### config.mk
export PLATFORM = sky130hd
export DESIGN_NAME = psc_top
export DESIGN_NICKNAME = d
export VERILOG_FILES = /design/src/hw/psc_pkg.sv /design/src/hw/psc_top.sv
export SDC_FILE = /design/constraint.sdc
export NUM_CORES = 1
export LEC_CHECK = 0
export BUFFER_PORTS_ARGS = -buffer_cell sky130_fd_sc_hd__buf_2
export CAP_MARGIN = 20
export CORE_MARGIN = 5
export CORE_UTILIZATION = 63
export CTS_BUF_LIST = sky130_fd_sc_hd__clkbuf_8
export DETAILED_ROUTE_END_ITERATION = 16
export MAX_ROUTING_LAYER = met4
export PLACE_DENSITY = 0.83
export SLEW_MARGIN = 20
export SYNTH_ARGS = -nofsm -noshare
export SYNTH_HDL_FRONTEND = slang
export SYNTH_SLANG_ARGS = --single-unit
export TNS_END_PERCENT = 30
### constraint.sdc
create_clock -name sys_clk -period 11.6 [get_ports sys_clk]
set_input_delay 3.48 -clock sys_clk [delete_from_list [all_inputs] [get_ports sys_clk]]
set_output_delay 3.48 -clock sys_clk [all_outputs]
set_load 0.05 [all_outputs]
### src/hw/psc_pkg.sv
/*
 Holds the constants, types and register map of the pump staging controller.
 Assumes a 10 MHz system clock and a classic Wishbone master with 32-bit data.
*/
// Function
// Mode zero keeps the controller idle with all staging relays off.
// Mode one removes mains pumps last-on first-off; stop halts every pump.
// Modes two and five stop only the drive pump, relays stay energised.
// Mode three removes oldest pump first for equal wear; stop halts all.
// Mode four moves the drive between motors, removes oldest first, stop halts all.
// Mode six cycles over three motors, oldest first, stop halts all.
// Without the relay extension the mode is forced to zero.
// Fixed modes keep one pump on the drive, eight pumps at most.
// Cycle modes rotate the drive pump, four pumps at most.
// First enable field: bit zero reserved, bits one to three enable relays two to four.
// Second enable field: bits zero to three enable relays five to eight.
// Fixed modes stage any enabled subset of relays two to eight.
// Fixed modes hold PID and ramp to the limit when staging, then resume.
// Cycle modes use relays one, two and whole enabled pairs only.
// Cycle add: disconnect drive, move motor to mains, wait, drive next motor.
// Add a pump after the upper-duration time at the upper threshold.
// Remove a pump after the lower-duration time at the lower threshold.
// Every drive/mains transfer waits the contactor switch time.
// The switch time must exceed the contactor's slower operate time.
// Thresholds are limits moved inward by the bias, 0.1 percent steps, 20 percent max.
// Duration timers restart when the frequency leaves its threshold region.
package psc_pkg;
   // ----------------------------------------------------------------
   // Register map (byte addresses)
   // ----------------------------------------------------------------
   localparam logic [7:0] ADR_MODE = 8'h00;
   localparam logic [7:0] ADR_RELAY_EN = 8'h04;
   localparam logic [7:0] ADR_UP_DUR = 8'h08;
   localparam logic [7:0] ADR_LO_DUR = 8'h0c;
   localparam logic [7:0] ADR_SW_TIME = 8'h10;
   localparam logic [7:0] ADR_BIAS = 8'h14;
   localparam logic [7:0] ADR_STATUS = 8'h18;
   // ----------------------------------------------------------------
   // Field positions and reset values
   // ----------------------------------------------------------------
   localparam int EN_HI_POS = 4;
   localparam int ST_MAINS_POS = 8;
   localparam int ST_DRIVE_POS = 16;
   localparam int ST_STATE_POS = 20;
   localparam int ST_CNT_POS = 24;
   localparam logic [2:0] MODE_OFF = 3'h0;
   localparam logic [2:0] MODE_LIFO = 3'h1;
   localparam logic [2:0] MODE_FIX_HOLD = 3'h2;
   localparam logic [2:0] MODE_FIX_FIFO = 3'h3;
   localparam logic [2:0] MODE_CYC_FIFO = 3'h4;
   localparam logic [2:0] MODE_CYC_HOLD = 3'h5;
   localparam logic [2:0] MODE_CYC3 = 3'h6;
   localparam logic [15:0] UP_DUR_RST = 16'h000a;
   localparam logic [15:0] LO_DUR_RST = 16'h000a;
   localparam logic [7:0] SW_TIME_RST = 8'h0a;
   localparam logic [7:0] BIAS_RST = 8'h00;
   // ----------------------------------------------------------------
   // Limits and timing; durations in 0.1 s, switch time in 0.01 s
   // ----------------------------------------------------------------
   localparam logic [15:0] DUR_MIN = 16'h000a;
   localparam logic [15:0] DUR_MAX = 16'h1770;
   localparam logic [7:0] SW_MIN = 8'h0a;
   localparam logic [7:0] SW_MAX = 8'hc8;
   localparam logic [7:0] BIAS_MAX = 8'hc8;
   localparam logic [4:0] TICKS_PER_DUR = 5'h0a;
   localparam int CLK_PERIOD_NS = 100;
   localparam int TICK_TIME_NS = 10000000;
   localparam int TICK_CYCLES = TICK_TIME_NS / CLK_PERIOD_NS;
   localparam int NUM_PUMPS = 8;
   localparam int CYC_PUMPS = 4;
   localparam int CYC3_PUMPS = 3;
   // ----------------------------------------------------------------
   // Types
   // ----------------------------------------------------------------
   typedef enum logic [2:0] {PS_IDLE, PS_RUN, PS_RAMP, PS_XFER_OFF, PS_XFER_ON} psc_state_e;
   typedef struct packed {
      logic [2:0] mode;
      logic [3:0] en_lo;
      logic [3:0] en_hi;
      logic [15:0] up_dur;
      logic [15:0] lo_dur;
      logic [7:0] sw_time;
      logic [7:0] bias;
   } psc_cfg_s;
endpackage : psc_pkg

### src/hw/psc_top.sv
/*
 Pump staging controller: Wishbone register slave, threshold timers, staging
 sequencer and relay drivers. Assumes the drive supplies output frequency and
 limits in 0.1 percent units, synchronous to sys_clk, and a level run command.
*/
// Added by the designer: the Wishbone slave port and the address map.
`timescale 1ns/1ns
`default_nettype none
module psc_top #(
   parameter int TICK_CYCLES = psc_pkg::TICK_CYCLES
) (
   input wire logic sys_clk,
   input wire logic rst,
   input wire logic wb_cyc_i,
   input wire logic wb_stb_i,
   input wire logic wb_we_i,
   input wire logic [7:0] wb_adr_i,
   input wire logic [3:0] wb_sel_i,
   input wire logic [31:0] wb_dat_i,
   output logic [31:0] wb_dat_o,
   output logic wb_ack_o,
   input wire logic card_present,
   input wire logic run_cmd,
   input wire logic [9:0] out_freq,
   input wire logic [9:0] upper_limit,
   input wire logic [9:0] lower_limit,
   output logic [7:0] staging_relays,
   output logic drive_run,
   output logic pid_hold,
   output logic ramp_to_upper,
   output logic ramp_to_lower
);
   // ----------------------------------------------------------------
   // Register bus
   // ----------------------------------------------------------------
   localparam psc_pkg::psc_state_e PS_IDLE = psc_pkg::PS_IDLE;
   localparam psc_pkg::psc_state_e PS_RUN = psc_pkg::PS_RUN;
   localparam psc_pkg::psc_state_e PS_RAMP = psc_pkg::PS_RAMP;
   localparam psc_pkg::psc_state_e PS_XFER_OFF = psc_pkg::PS_XFER_OFF;
   localparam psc_pkg::psc_state_e PS_XFER_ON = psc_pkg::PS_XFER_ON;
   psc_pkg::psc_cfg_s cfg_reg;
   psc_pkg::psc_state_e state_reg, state_next;
   logic [7:0] mains_reg, mains_next;
   logic [1:0] drive_reg, drive_next;
   logic conn_reg, conn_next;
   logic [2:0] order_reg [0:7];
   logic [2:0] order_next [0:7];
   logic [3:0] cnt_reg, cnt_next;
   logic ramp_up_reg, ramp_up_next;
   wire bus_req = wb_cyc_i && wb_stb_i && !wb_ack_o;
   wire bus_wr = bus_req && wb_we_i;
   wire [31:0] status_word = {4'h0, cnt_reg, 1'b0, state_reg, 2'h0, drive_reg,
                              mains_reg, staging_relays};
   wire [31:0] rd_word =
      (wb_adr_i == psc_pkg::ADR_MODE) ? {29'h0, cfg_reg.mode} :
      (wb_adr_i == psc_pkg::ADR_RELAY_EN) ? {24'h0, cfg_reg.en_hi, cfg_reg.en_lo} :
      (wb_adr_i == psc_pkg::ADR_UP_DUR) ? {16'h0, cfg_reg.up_dur} :
      (wb_adr_i == psc_pkg::ADR_LO_DUR) ? {16'h0, cfg_reg.lo_dur} :
      (wb_adr_i == psc_pkg::ADR_SW_TIME) ? {24'h0, cfg_reg.sw_time} :
      (wb_adr_i == psc_pkg::ADR_BIAS) ? {24'h0, cfg_reg.bias} :
      (wb_adr_i == psc_pkg::ADR_STATUS) ? status_word : 32'h0;
   wire [15:0] wr_half = {wb_sel_i[1] ? wb_dat_i[15:8] : 8'h0, wb_dat_i[7:0]};

   function automatic logic [15:0] clamp16(input logic [15:0] v, input logic [15:0] lo,
                                          input logic [15:0] hi);
      clamp16 = (v < lo) ? lo : ((v > hi) ? hi : v);
   endfunction : clamp16

   always_ff @(posedge sys_clk or posedge rst)
   begin
      if (rst)
      begin
         wb_ack_o <= 1'b0;
         wb_dat_o <= 32'h0;
      end
      else
      begin
         wb_ack_o <= bus_req;
         wb_dat_o <= bus_req ? rd_word : 32'h0;
      end
   end

   always_ff @(posedge sys_clk or posedge rst)
   begin
      if (rst)
      begin
         cfg_reg.mode <= psc_pkg::MODE_OFF;
         cfg_reg.en_lo <= 4'h0;
         cfg_reg.en_hi <= 4'h0;
         cfg_reg.up_dur <= psc_pkg::UP_DUR_RST;
         cfg_reg.lo_dur <= psc_pkg::LO_DUR_RST;
         cfg_reg.sw_time <= psc_pkg::SW_TIME_RST;
         cfg_reg.bias <= psc_pkg::BIAS_RST;
      end
      else if (bus_wr && wb_sel_i[0])
      begin
         case (wb_adr_i)
            psc_pkg::ADR_MODE: cfg_reg.mode <= (wb_dat_i[2:0] > psc_pkg::MODE_CYC3) ?
                                               psc_pkg::MODE_OFF : wb_dat_i[2:0];
            psc_pkg::ADR_RELAY_EN:
            begin
               cfg_reg.en_lo <= {wb_dat_i[3:1], 1'b0};
               cfg_reg.en_hi <= wb_dat_i[psc_pkg::EN_HI_POS +: 4];
            end
            psc_pkg::ADR_UP_DUR:
               cfg_reg.up_dur <= clamp16(wr_half, psc_pkg::DUR_MIN, psc_pkg::DUR_MAX);
            psc_pkg::ADR_LO_DUR:
               cfg_reg.lo_dur <= clamp16(wr_half, psc_pkg::DUR_MIN, psc_pkg::DUR_MAX);
            psc_pkg::ADR_SW_TIME: cfg_reg.sw_time <= 8'(clamp16({8'h0, wb_dat_i[7:0]},
               {8'h0, psc_pkg::SW_MIN}, {8'h0, psc_pkg::SW_MAX}));
            psc_pkg::ADR_BIAS: cfg_reg.bias <= (wb_dat_i[7:0] > psc_pkg::BIAS_MAX) ?
                                               psc_pkg::BIAS_MAX : wb_dat_i[7:0];
            default: ;
         endcase
      end
   end

   // ----------------------------------------------------------------
   // Mode decode and pump pool
   // ----------------------------------------------------------------
   wire [2:0] mode_eff = card_present ? cfg_reg.mode : psc_pkg::MODE_OFF;
   wire active = mode_eff != psc_pkg::MODE_OFF;
   wire cyc_mode = (mode_eff == psc_pkg::MODE_CYC_FIFO) || (mode_eff == psc_pkg::MODE_CYC_HOLD) ||
                   (mode_eff == psc_pkg::MODE_CYC3);
   wire hold_on_stop = (mode_eff == psc_pkg::MODE_FIX_HOLD) ||
                       (mode_eff == psc_pkg::MODE_CYC_HOLD);
   wire lifo = mode_eff == psc_pkg::MODE_LIFO;
   wire [7:0] en_all = {cfg_reg.en_hi, cfg_reg.en_lo};
   wire [7:0] fix_pool = {en_all[7:1], 1'b0};
   logic [3:0] cyc_pool;
   genvar gp;
   generate
      for (gp = 0; gp < psc_pkg::CYC_PUMPS; gp++)
      begin : g_pair
         if (gp == 0)
         begin : g_first
            assign cyc_pool[gp] = 1'b1;
         end
         else
         begin : g_rest
            assign cyc_pool[gp] = en_all[2*gp] && en_all[2*gp+1] &&
               !((mode_eff == psc_pkg::MODE_CYC3) && (gp >= psc_pkg::CYC3_PUMPS));
         end
      end
   endgenerate

   logic [2:0] fix_free;
   logic fix_found;
   logic [1:0] cyc_free;
   logic cyc_found;
   always_comb
   begin
      logic [1:0] p;
      fix_free = 3'h0;
      fix_found = 1'b0;
      cyc_free = 2'h0;
      cyc_found = 1'b0;
      p = 2'h0;
      for (int i = psc_pkg::NUM_PUMPS - 1; i > 0; i--)
      begin
         if (fix_pool[i] && !mains_reg[i])
         begin
            fix_free = 3'(i);
            fix_found = 1'b1;
         end
      end
      for (int k = psc_pkg::CYC_PUMPS - 1; k > 0; k--)
      begin
         p = 2'(drive_reg + 2'(k));
         if (cyc_pool[p] && !mains_reg[p])
         begin
            cyc_free = p;
            cyc_found = 1'b1;
         end
      end
   end

   // ----------------------------------------------------------------
   // Threshold timers on a 10 ms tick
   // ----------------------------------------------------------------
   logic [31:0] div_reg;
   logic tick_reg;
   logic [16:0] up_cnt_reg, lo_cnt_reg;
   logic [7:0] sw_cnt_reg;
   wire [10:0] add_th = (upper_limit > {2'h0, cfg_reg.bias}) ?
                        11'(upper_limit - {2'h0, cfg_reg.bias}) : 11'h0;
   wire [10:0] rem_th = 11'(lower_limit) + 11'(cfg_reg.bias);
   wire at_upper = {1'b0, out_freq} >= add_th;
   wire at_lower = {1'b0, out_freq} <= rem_th;
   wire in_run = state_reg == PS_RUN;
   wire [16:0] up_lim = 17'(cfg_reg.up_dur * psc_pkg::TICKS_PER_DUR);
   wire [16:0] lo_lim = 17'(cfg_reg.lo_dur * psc_pkg::TICKS_PER_DUR);
   wire up_done = up_cnt_reg >= up_lim;
   wire lo_done = lo_cnt_reg >= lo_lim;
   wire sw_done = sw_cnt_reg >= cfg_reg.sw_time;
   wire in_xfer = (state_reg == PS_XFER_OFF) || (state_reg == PS_XFER_ON);

   always_ff @(posedge sys_clk or posedge rst)
   begin
      if (rst)
      begin
         div_reg <= 32'h0;
         tick_reg <= 1'b0;
      end
      else
      begin
         tick_reg <= div_reg == 32'(TICK_CYCLES - 1);
         div_reg <= (div_reg == 32'(TICK_CYCLES - 1)) ? 32'h0 : div_reg + 32'h1;
      end
   end

   always_ff @(posedge sys_clk or posedge rst)
   begin
      if (rst)
      begin
         up_cnt_reg <= 17'h0;
         lo_cnt_reg <= 17'h0;
         sw_cnt_reg <= 8'h0;
      end
      else
      begin
         if (!in_run || !at_upper)
            up_cnt_reg <= 17'h0;
         else if (tick_reg && !up_done)
            up_cnt_reg <= up_cnt_reg + 17'h1;
         if (!in_run || !at_lower || (cnt_next != cnt_reg))
            lo_cnt_reg <= 17'h0;
         else if (tick_reg && !lo_done)
            lo_cnt_reg <= lo_cnt_reg + 17'h1;
         if (!in_xfer || (state_next != state_reg))
            sw_cnt_reg <= 8'h0;
         else if (tick_reg && !sw_done)
            sw_cnt_reg <= sw_cnt_reg + 8'h1;
      end
   end

   // ----------------------------------------------------------------
   // Staging sequencer
   // ----------------------------------------------------------------
   wire [2:0] pop_idx = lifo ? order_reg[3'(cnt_reg - 4'h1)] : order_reg[0];
   always_comb
   begin
      state_next = state_reg;
      mains_next = mains_reg;
      drive_next = drive_reg;
      conn_next = conn_reg;
      cnt_next = cnt_reg;
      ramp_up_next = ramp_up_reg;
      for (int i = 0; i < psc_pkg::NUM_PUMPS; i++)
         order_next[i] = order_reg[i];
      if (!active)
      begin
         state_next = PS_IDLE;
         mains_next = 8'h0;
         conn_next = 1'b0;
         cnt_next = 4'h0;
      end
      else if (state_reg != PS_IDLE && !run_cmd)
      begin
         state_next = PS_IDLE;
         if (!hold_on_stop)
         begin
            mains_next = 8'h0;
            cnt_next = 4'h0;
            conn_next = 1'b0;
         end
      end
      else
      begin
         case (state_reg)
            PS_IDLE:
               if (run_cmd)
               begin
                  conn_next = 1'b1;
                  state_next = PS_RUN;
               end
            PS_RUN:
               if (up_done && !cyc_mode && fix_found)
               begin
                  mains_next[fix_free] = 1'b1;
                  order_next[cnt_reg[2:0]] = fix_free;
                  cnt_next = cnt_reg + 4'h1;
                  ramp_up_next = 1'b0;
                  state_next = PS_RAMP;
               end
               else if (up_done && cyc_mode && cyc_found)
               begin
                  conn_next = 1'b0;
                  state_next = PS_XFER_OFF;
               end
               else if (lo_done && cnt_reg != 4'h0)
               begin
                  mains_next[pop_idx] = 1'b0;
                  cnt_next = cnt_reg - 4'h1;
                  if (!lifo)
                  begin
                     for (int i = 0; i < psc_pkg::NUM_PUMPS - 1; i++)
                        order_next[i] = order_reg[i+1];
                  end
                  if (!cyc_mode)
                  begin
                     ramp_up_next = 1'b1;
                     state_next = PS_RAMP;
                  end
               end
            PS_RAMP:
               if (ramp_up_reg ? (out_freq >= upper_limit) : (out_freq <= lower_limit))
                  state_next = PS_RUN;
            PS_XFER_OFF:
               if (sw_done)
               begin
                  mains_next[{1'b0, drive_reg}] = 1'b1;
                  order_next[cnt_reg[2:0]] = {1'b0, drive_reg};
                  cnt_next = cnt_reg + 4'h1;
                  state_next = PS_XFER_ON;
               end
            PS_XFER_ON:
               if (sw_done)
               begin
                  drive_next = cyc_free;
                  conn_next = 1'b1;
                  state_next = PS_RUN;
               end
            default: state_next = PS_IDLE;
         endcase
      end
   end

   // ----------------------------------------------------------------
   // Relay and drive outputs
   // ----------------------------------------------------------------
   logic [7:0] relay_next;
   always_comb
   begin
      relay_next = 8'h0;
      if (active && !cyc_mode)
         relay_next = mains_next & fix_pool;
      else if (active)
      begin
         for (int p = 0; p < psc_pkg::CYC_PUMPS; p++)
         begin
            relay_next[2*p] = conn_next && (drive_next == 2'(p));
            relay_next[2*p+1] = mains_next[p];
         end
      end
   end

   always_ff @(posedge sys_clk or posedge rst)
   begin
      if (rst)
      begin
         state_reg <= PS_IDLE;
         mains_reg <= 8'h0;
         drive_reg <= 2'h0;
         conn_reg <= 1'b0;
         cnt_reg <= 4'h0;
         ramp_up_reg <= 1'b0;
         staging_relays <= 8'h0;
         drive_run <= 1'b0;
         pid_hold <= 1'b0;
         ramp_to_upper <= 1'b0;
         ramp_to_lower <= 1'b0;
         for (int i = 0; i < psc_pkg::NUM_PUMPS; i++)
            order_reg[i] <= 3'h0;
      end
      else
      begin
         state_reg <= state_next;
         mains_reg <= mains_next;
         drive_reg <= drive_next;
         conn_reg <= conn_next;
         cnt_reg <= cnt_next;
         ramp_up_reg <= ramp_up_next;
         staging_relays <= relay_next;
         drive_run <= (state_next != PS_IDLE) && conn_next;
         pid_hold <= (state_next == PS_RAMP);
         ramp_to_upper <= (state_next == PS_RAMP) && ramp_up_next;
         ramp_to_lower <= (state_next == PS_RAMP) && !ramp_up_next;
         for (int i = 0; i < psc_pkg::NUM_PUMPS; i++)
            order_reg[i] <= order_next[i];
      end
   end

   // ----------------------------------------------------------------
   // Assertions
   // ----------------------------------------------------------------
   property p_off_no_relays;
      @(posedge sys_clk) disable iff (rst) !active |=> staging_relays == 8'h0;
   endproperty
   a_off_no_relays: assert property (p_off_no_relays) else $error("relays on while off");
   property p_no_card;
      @(posedge sys_clk) disable iff (rst) !card_present |=> state_reg == PS_IDLE;
   endproperty
   a_no_card: assert property (p_no_card) else $error("active without card");
   property p_hold_keeps;
      @(posedge sys_clk) disable iff (rst)
         (hold_on_stop && !run_cmd && state_reg == PS_RUN) |=> mains_reg == $past(mains_reg);
   endproperty
   a_hold_keeps: assert property (p_hold_keeps) else $error("relays dropped on stop");
   property p_stop_all;
      @(posedge sys_clk) disable iff (rst)
         (active && !hold_on_stop && !run_cmd && state_reg != PS_IDLE) |=>
         (staging_relays == 8'h0 && !drive_run);
   endproperty
   a_stop_all: assert property (p_stop_all) else $error("pumps left on at stop");
   property p_fix_pool;
      @(posedge sys_clk) disable iff (rst)
         (active && !cyc_mode) |=> (staging_relays & ~$past(fix_pool)) == 8'h0;
   endproperty
   a_fix_pool: assert property (p_fix_pool) else $error("disabled relay staged");
   property p_cnt_max;
      @(posedge sys_clk) disable iff (rst) cyc_mode |-> cnt_reg < 4'(psc_pkg::CYC_PUMPS);
   endproperty
   a_cnt_max: assert property (p_cnt_max) else $error("too many cycle pumps");
   property p_add_wait;
      @(posedge sys_clk) disable iff (rst)
         (state_reg == PS_RUN && state_next == PS_RAMP && !ramp_up_next) |-> up_done;
   endproperty
   a_add_wait: assert property (p_add_wait) else $error("added before duration");
   property p_rem_wait;
      @(posedge sys_clk) disable iff (rst)
         (in_run && active && run_cmd && cnt_next < cnt_reg) |-> lo_done;
   endproperty
   a_rem_wait: assert property (p_rem_wait) else $error("removed before duration");
   property p_restart;
      @(posedge sys_clk) disable iff (rst) !at_upper |=> up_cnt_reg == 17'h0;
   endproperty
   a_restart: assert property (p_restart) else $error("timer kept value");
   property p_xfer_wait;
      @(posedge sys_clk) disable iff (rst)
         (state_reg == PS_XFER_OFF && state_next == PS_XFER_ON) |-> sw_done && !conn_reg;
   endproperty
   a_xfer_wait: assert property (p_xfer_wait) else $error("transfer too early");
   property p_ramp_hold;
      @(posedge sys_clk) disable iff (rst) (state_reg == PS_RAMP) |-> pid_hold;
   endproperty
   a_ramp_hold: assert property (p_ramp_hold) else $error("PID not held");
   property p_ack_pulse;
      @(posedge sys_clk) disable iff (rst) wb_ack_o |=> !wb_ack_o;
   endproperty
   a_ack_pulse: assert property (p_ack_pulse) else $error("ack longer than one cycle");
   c_fix_add: cover property (@(posedge sys_clk) disable iff (rst)
      state_reg == PS_RUN ##1 state_reg == PS_RAMP);
   c_cyc_xfer: cover property (@(posedge sys_clk) disable iff (rst)
      state_reg == PS_XFER_ON ##1 state_reg == PS_RUN);
   c_hold_stop: cover property (@(posedge sys_clk) disable iff (rst)
      hold_on_stop && state_reg == PS_IDLE && mains_reg != 8'h0);
endmodule : psc_top
`default_nettype wire

==> impl_metrics.csv <==
group,metric,value,unit
outcome,status,"finished clean",
timing,slew_violations,0,
timing,whs,0.458,ns
setup_path,r2r-end,"order_reg[6]",
setup_path,slowest_delay,0.68,ns
timing,finalClockSkew,0.0377,ns
placement,port_buffers,100,
floorplan,rows,56,
detailed_routing,ant_nets,0,
cells_and_area,diodes,0,
logic_synthesis,netlist_area,15100,um^2
logic_synthesis,netlist.area_leader.share,34.5,%
detailed_routing,wl_per_cell,19.2,um
detailed_routing,drt-total-wl,40.5,mm
min_path,hold_class,"reg2reg",
setup_path,crit_type,"in2reg",
logic_synthesis,synth_area_leaders,"dfrtp_1 (35%), ha_1 (13%), nand2_1 (4.1%)",
clock_network,cts-resized-gates,0,
cells_and_area,nFillCells,1825,
placement,dpl.hpwl,30.4,mm
logic_synthesis,ys_seq_elements,214,
logic_synthesis,synth_largest_area_cell,"dfrtp_1",
setup_path,required,11.98,ns
floorplan,start_util,64.0,%
setup_path,critPathArrivalTime,7.78,ns
detailed_routing,drt-initial-drc-count,1482,
logic_synthesis,synth_cell_types,88,
cells_and_area,finalInstanceArea,16500,um^2
cells_and_area,fin_nets,2001,
logic_synthesis,synthCells,1678,
grt,grt_max_degree,132,
floorplan,core_area,23500,um^2
clock_network,clockRootBuffer,"clkbuf_8",
setup_path,critPathSlowestCell,"a311o_1",
detailed_routing,dr.pass1.iters,6,
timing,setup_viol,0,
logic_synthesis,async_flop_share,100,%
cells_and_area,final_cells,2106,
power_and_ir_drop,finalPower,1.66,mW
cells_and_area,syn_to_final_growth,9.58,%
floorplan,dieArea,27100,um^2
min_path,hp-start,"div_reg[31]",
grt,track_usage,30.7,%
placement,dp.cells,2040,
clock_network,clk_pin_slew,0.06,ns
clock_network,clockBufferDepth,3,
logic_synthesis,avgSynthCellArea,8.98,um^2
cells_and_area,final_util,70.1,%
timing,setup_tns,0,ns
setup_path,crit_buf_inv,1,
logic_synthesis,synth_ff_type,"dfrtp_1",
setup_path,r2r_slack,5.56,ns
timing,fin_crit_sh,63.8,%
cells_and_area,largest_reg_flops,58,
setup_path,crit_path_end_kind,"flip-flop",
timing,max_freq,135,MHz
setup_path,start_kind,"input pin",
power_and_ir_drop,irDropWorstVdd,0.0954,mV
clock_network,cts_sinks,214,
timing,fin_crit,7.40,ns
clock_network,numCtsBuffers,37,
timing,hold_violations,0,
clock_network,clock_latency,0.55,ns
clock_network,postCtsSetupBuffers,0,
grt,antenna_found_initial,0,
clock_network,cts-htree-levels,2,
logic_synthesis,yosysWarnings,0,
detailed_routing,drc,0,
floorplan,pin_count,126,
grt,grt_pass1_wl,65.4,mm
logic_synthesis,synth_edf_count,0,
cells_and_area,final_common_cell,"dfrtp_1",
timing,fin_ws,4.20,ns
cells_and_area,layout-drive-gt1-share,13.2,%
power_and_ir_drop,power_density,101,nW/um^2
min_path,holdPathStages,1,
detailed_routing,vias,13200,
setup_path,reg2reg_depth,21,
logic_synthesis,ys_seq_area_share,35.6,%
timing,maxSlewHeadroom,25.8,%
setup_path,crit_fanout,17,
detailed_routing,via_per_inst,6.28,
placement,dpl_cell_area,15700,um^2
timing,worst_slew_pin_slew,1.11,ns
setup_path,crit_family,"compound AO/OA/AOI/OAI gates",
timing,grt_setup_unrepaired,"no",
floorplan,die_w,165,um
min_path,min_to,"div_reg[31]",
placement,place_ws,3.65,ns
placement,gp_congestion,1.01,
clock_network,ctsHoldBuffers,0,
floorplan,fp.dieH,165,um
clock_network,cts_tree,"yes",
run,maxCapViolCount,0,
grt,grt_pass1_vias,13000,
grt,grt_remaining_overflow,0,
cells_and_area,final_cell_mix,"dfrtp_1 (208), nand2_1 (165), ha_1 (156)",
power_and_ir_drop,p_leak,7.95,nW
setup_path,path_cells,"buf_2 -> ha_1 -> nor2b_1 -> o21ai_0 -> a21boi_0 -> o211ai_1 -> a21boi_0 -> o21ai_0 -> a21oi_1 -> or2_2 -> nor2b_1 -> ha_1 -> nand2b_1 -> a21oi_1 -> nor2b_1 -> o21ai_0 -> a21oi_1 -> o41ai_1 -> o21a_1 -> a311o_1 -> nor2_1",
setup_path,r2r_start,"cfg_reg[33]",
cells by family (layout without fill, tap and decap cells):
kind of cell    after synthesis  in the layout  synth area share [%]
other cells                   1              7                0.0249
xor+xnor                    109            109                  6.34
compound gates              383            383                  17.0
fa+ha+maj                   160            160                  13.5
mux                          46             46                  3.88
buf+inv                     171            274                  4.55
simple gates                594            594                  19.1
flops                       214            214                  35.6
cells in the mapped netlist, types with 8 or more instances:
cell        n
a22o_1     16
nand4_1    22
nor3_1     38
nand2_1   166
and3_1     33
o221a_2     9
a21oi_1    95
xor2_1     49
mux2i_1    10
xnor2_1    60
nor2_1    137
nor4_1     11
o22ai_1    14
a31oi_1    13
a21o_1     18
o21ai_0   102
or3_1      10
a21boi_0    8
dfrtp_1   208
nand3_1    74
o21a_1     14
clkbuf_1   58
inv_1     100
o211ai_1    8
mux2_2     29
nand2b_1   24
ha_1      156
a222oi_1   10
nor2b_1    28
and2_1     12
report_power, final:
part	switching (mW)	leakage, nW	internal [mW]
registers	0.0110	2.93	0.752
logic	0.125	4.59	0.0600
clock network	0.323	0.430	0.392
cell type report:
cell class | instances | area [um^2] | share of cell area [%]
Tap cell | 319 | 399 | 2.42
Multi-Input combinational cell | 1299 | 9040 | 54.8
Sequential cell | 214 | 5360 | 32.5
Timing Repair Buffer | 106 | 549 | 3.33
Clock inverter | 22 | 160 | 0.970
Inverter | 102 | 390 | 2.36
Clock buffer | 44 | 606 | 3.67
layer usage:
metal / part of all wire (%) / track usage (%) / vias to the layer above / wire length [um]
li1: - / - / 6187 / -
met1: 40 / 38.8 / 6303 / 16300
met2: 48 / 49.9 / 599 / 19400
met3: 7.4 / 4.09 / 128 / 2990
met4: 4.6 / 13.1 / 0 / 1840
met5: 0 / - / - / 0
worst max-delay path by stage:
stage / start / end / slack, ns / depth (start not counted)
final: upper_limit[1] / up_cnt_reg[15] / 4.20 / 21
after global routing: upper_limit[1] / up_cnt_reg[6] / 3.90 / 21
after CTS: upper_limit[1] / up_cnt_reg[6] / 4.21 / 21
after detailed placement: upper_limit[1] / up_cnt_reg[9] / 3.65 / 21
after global placement: upper_limit[1] / up_cnt_reg[0] / 3.74 / 21
after floorplan: rst / cfg_reg[0] / 2.28 / 1
Power figures use the tool's default switching activity.
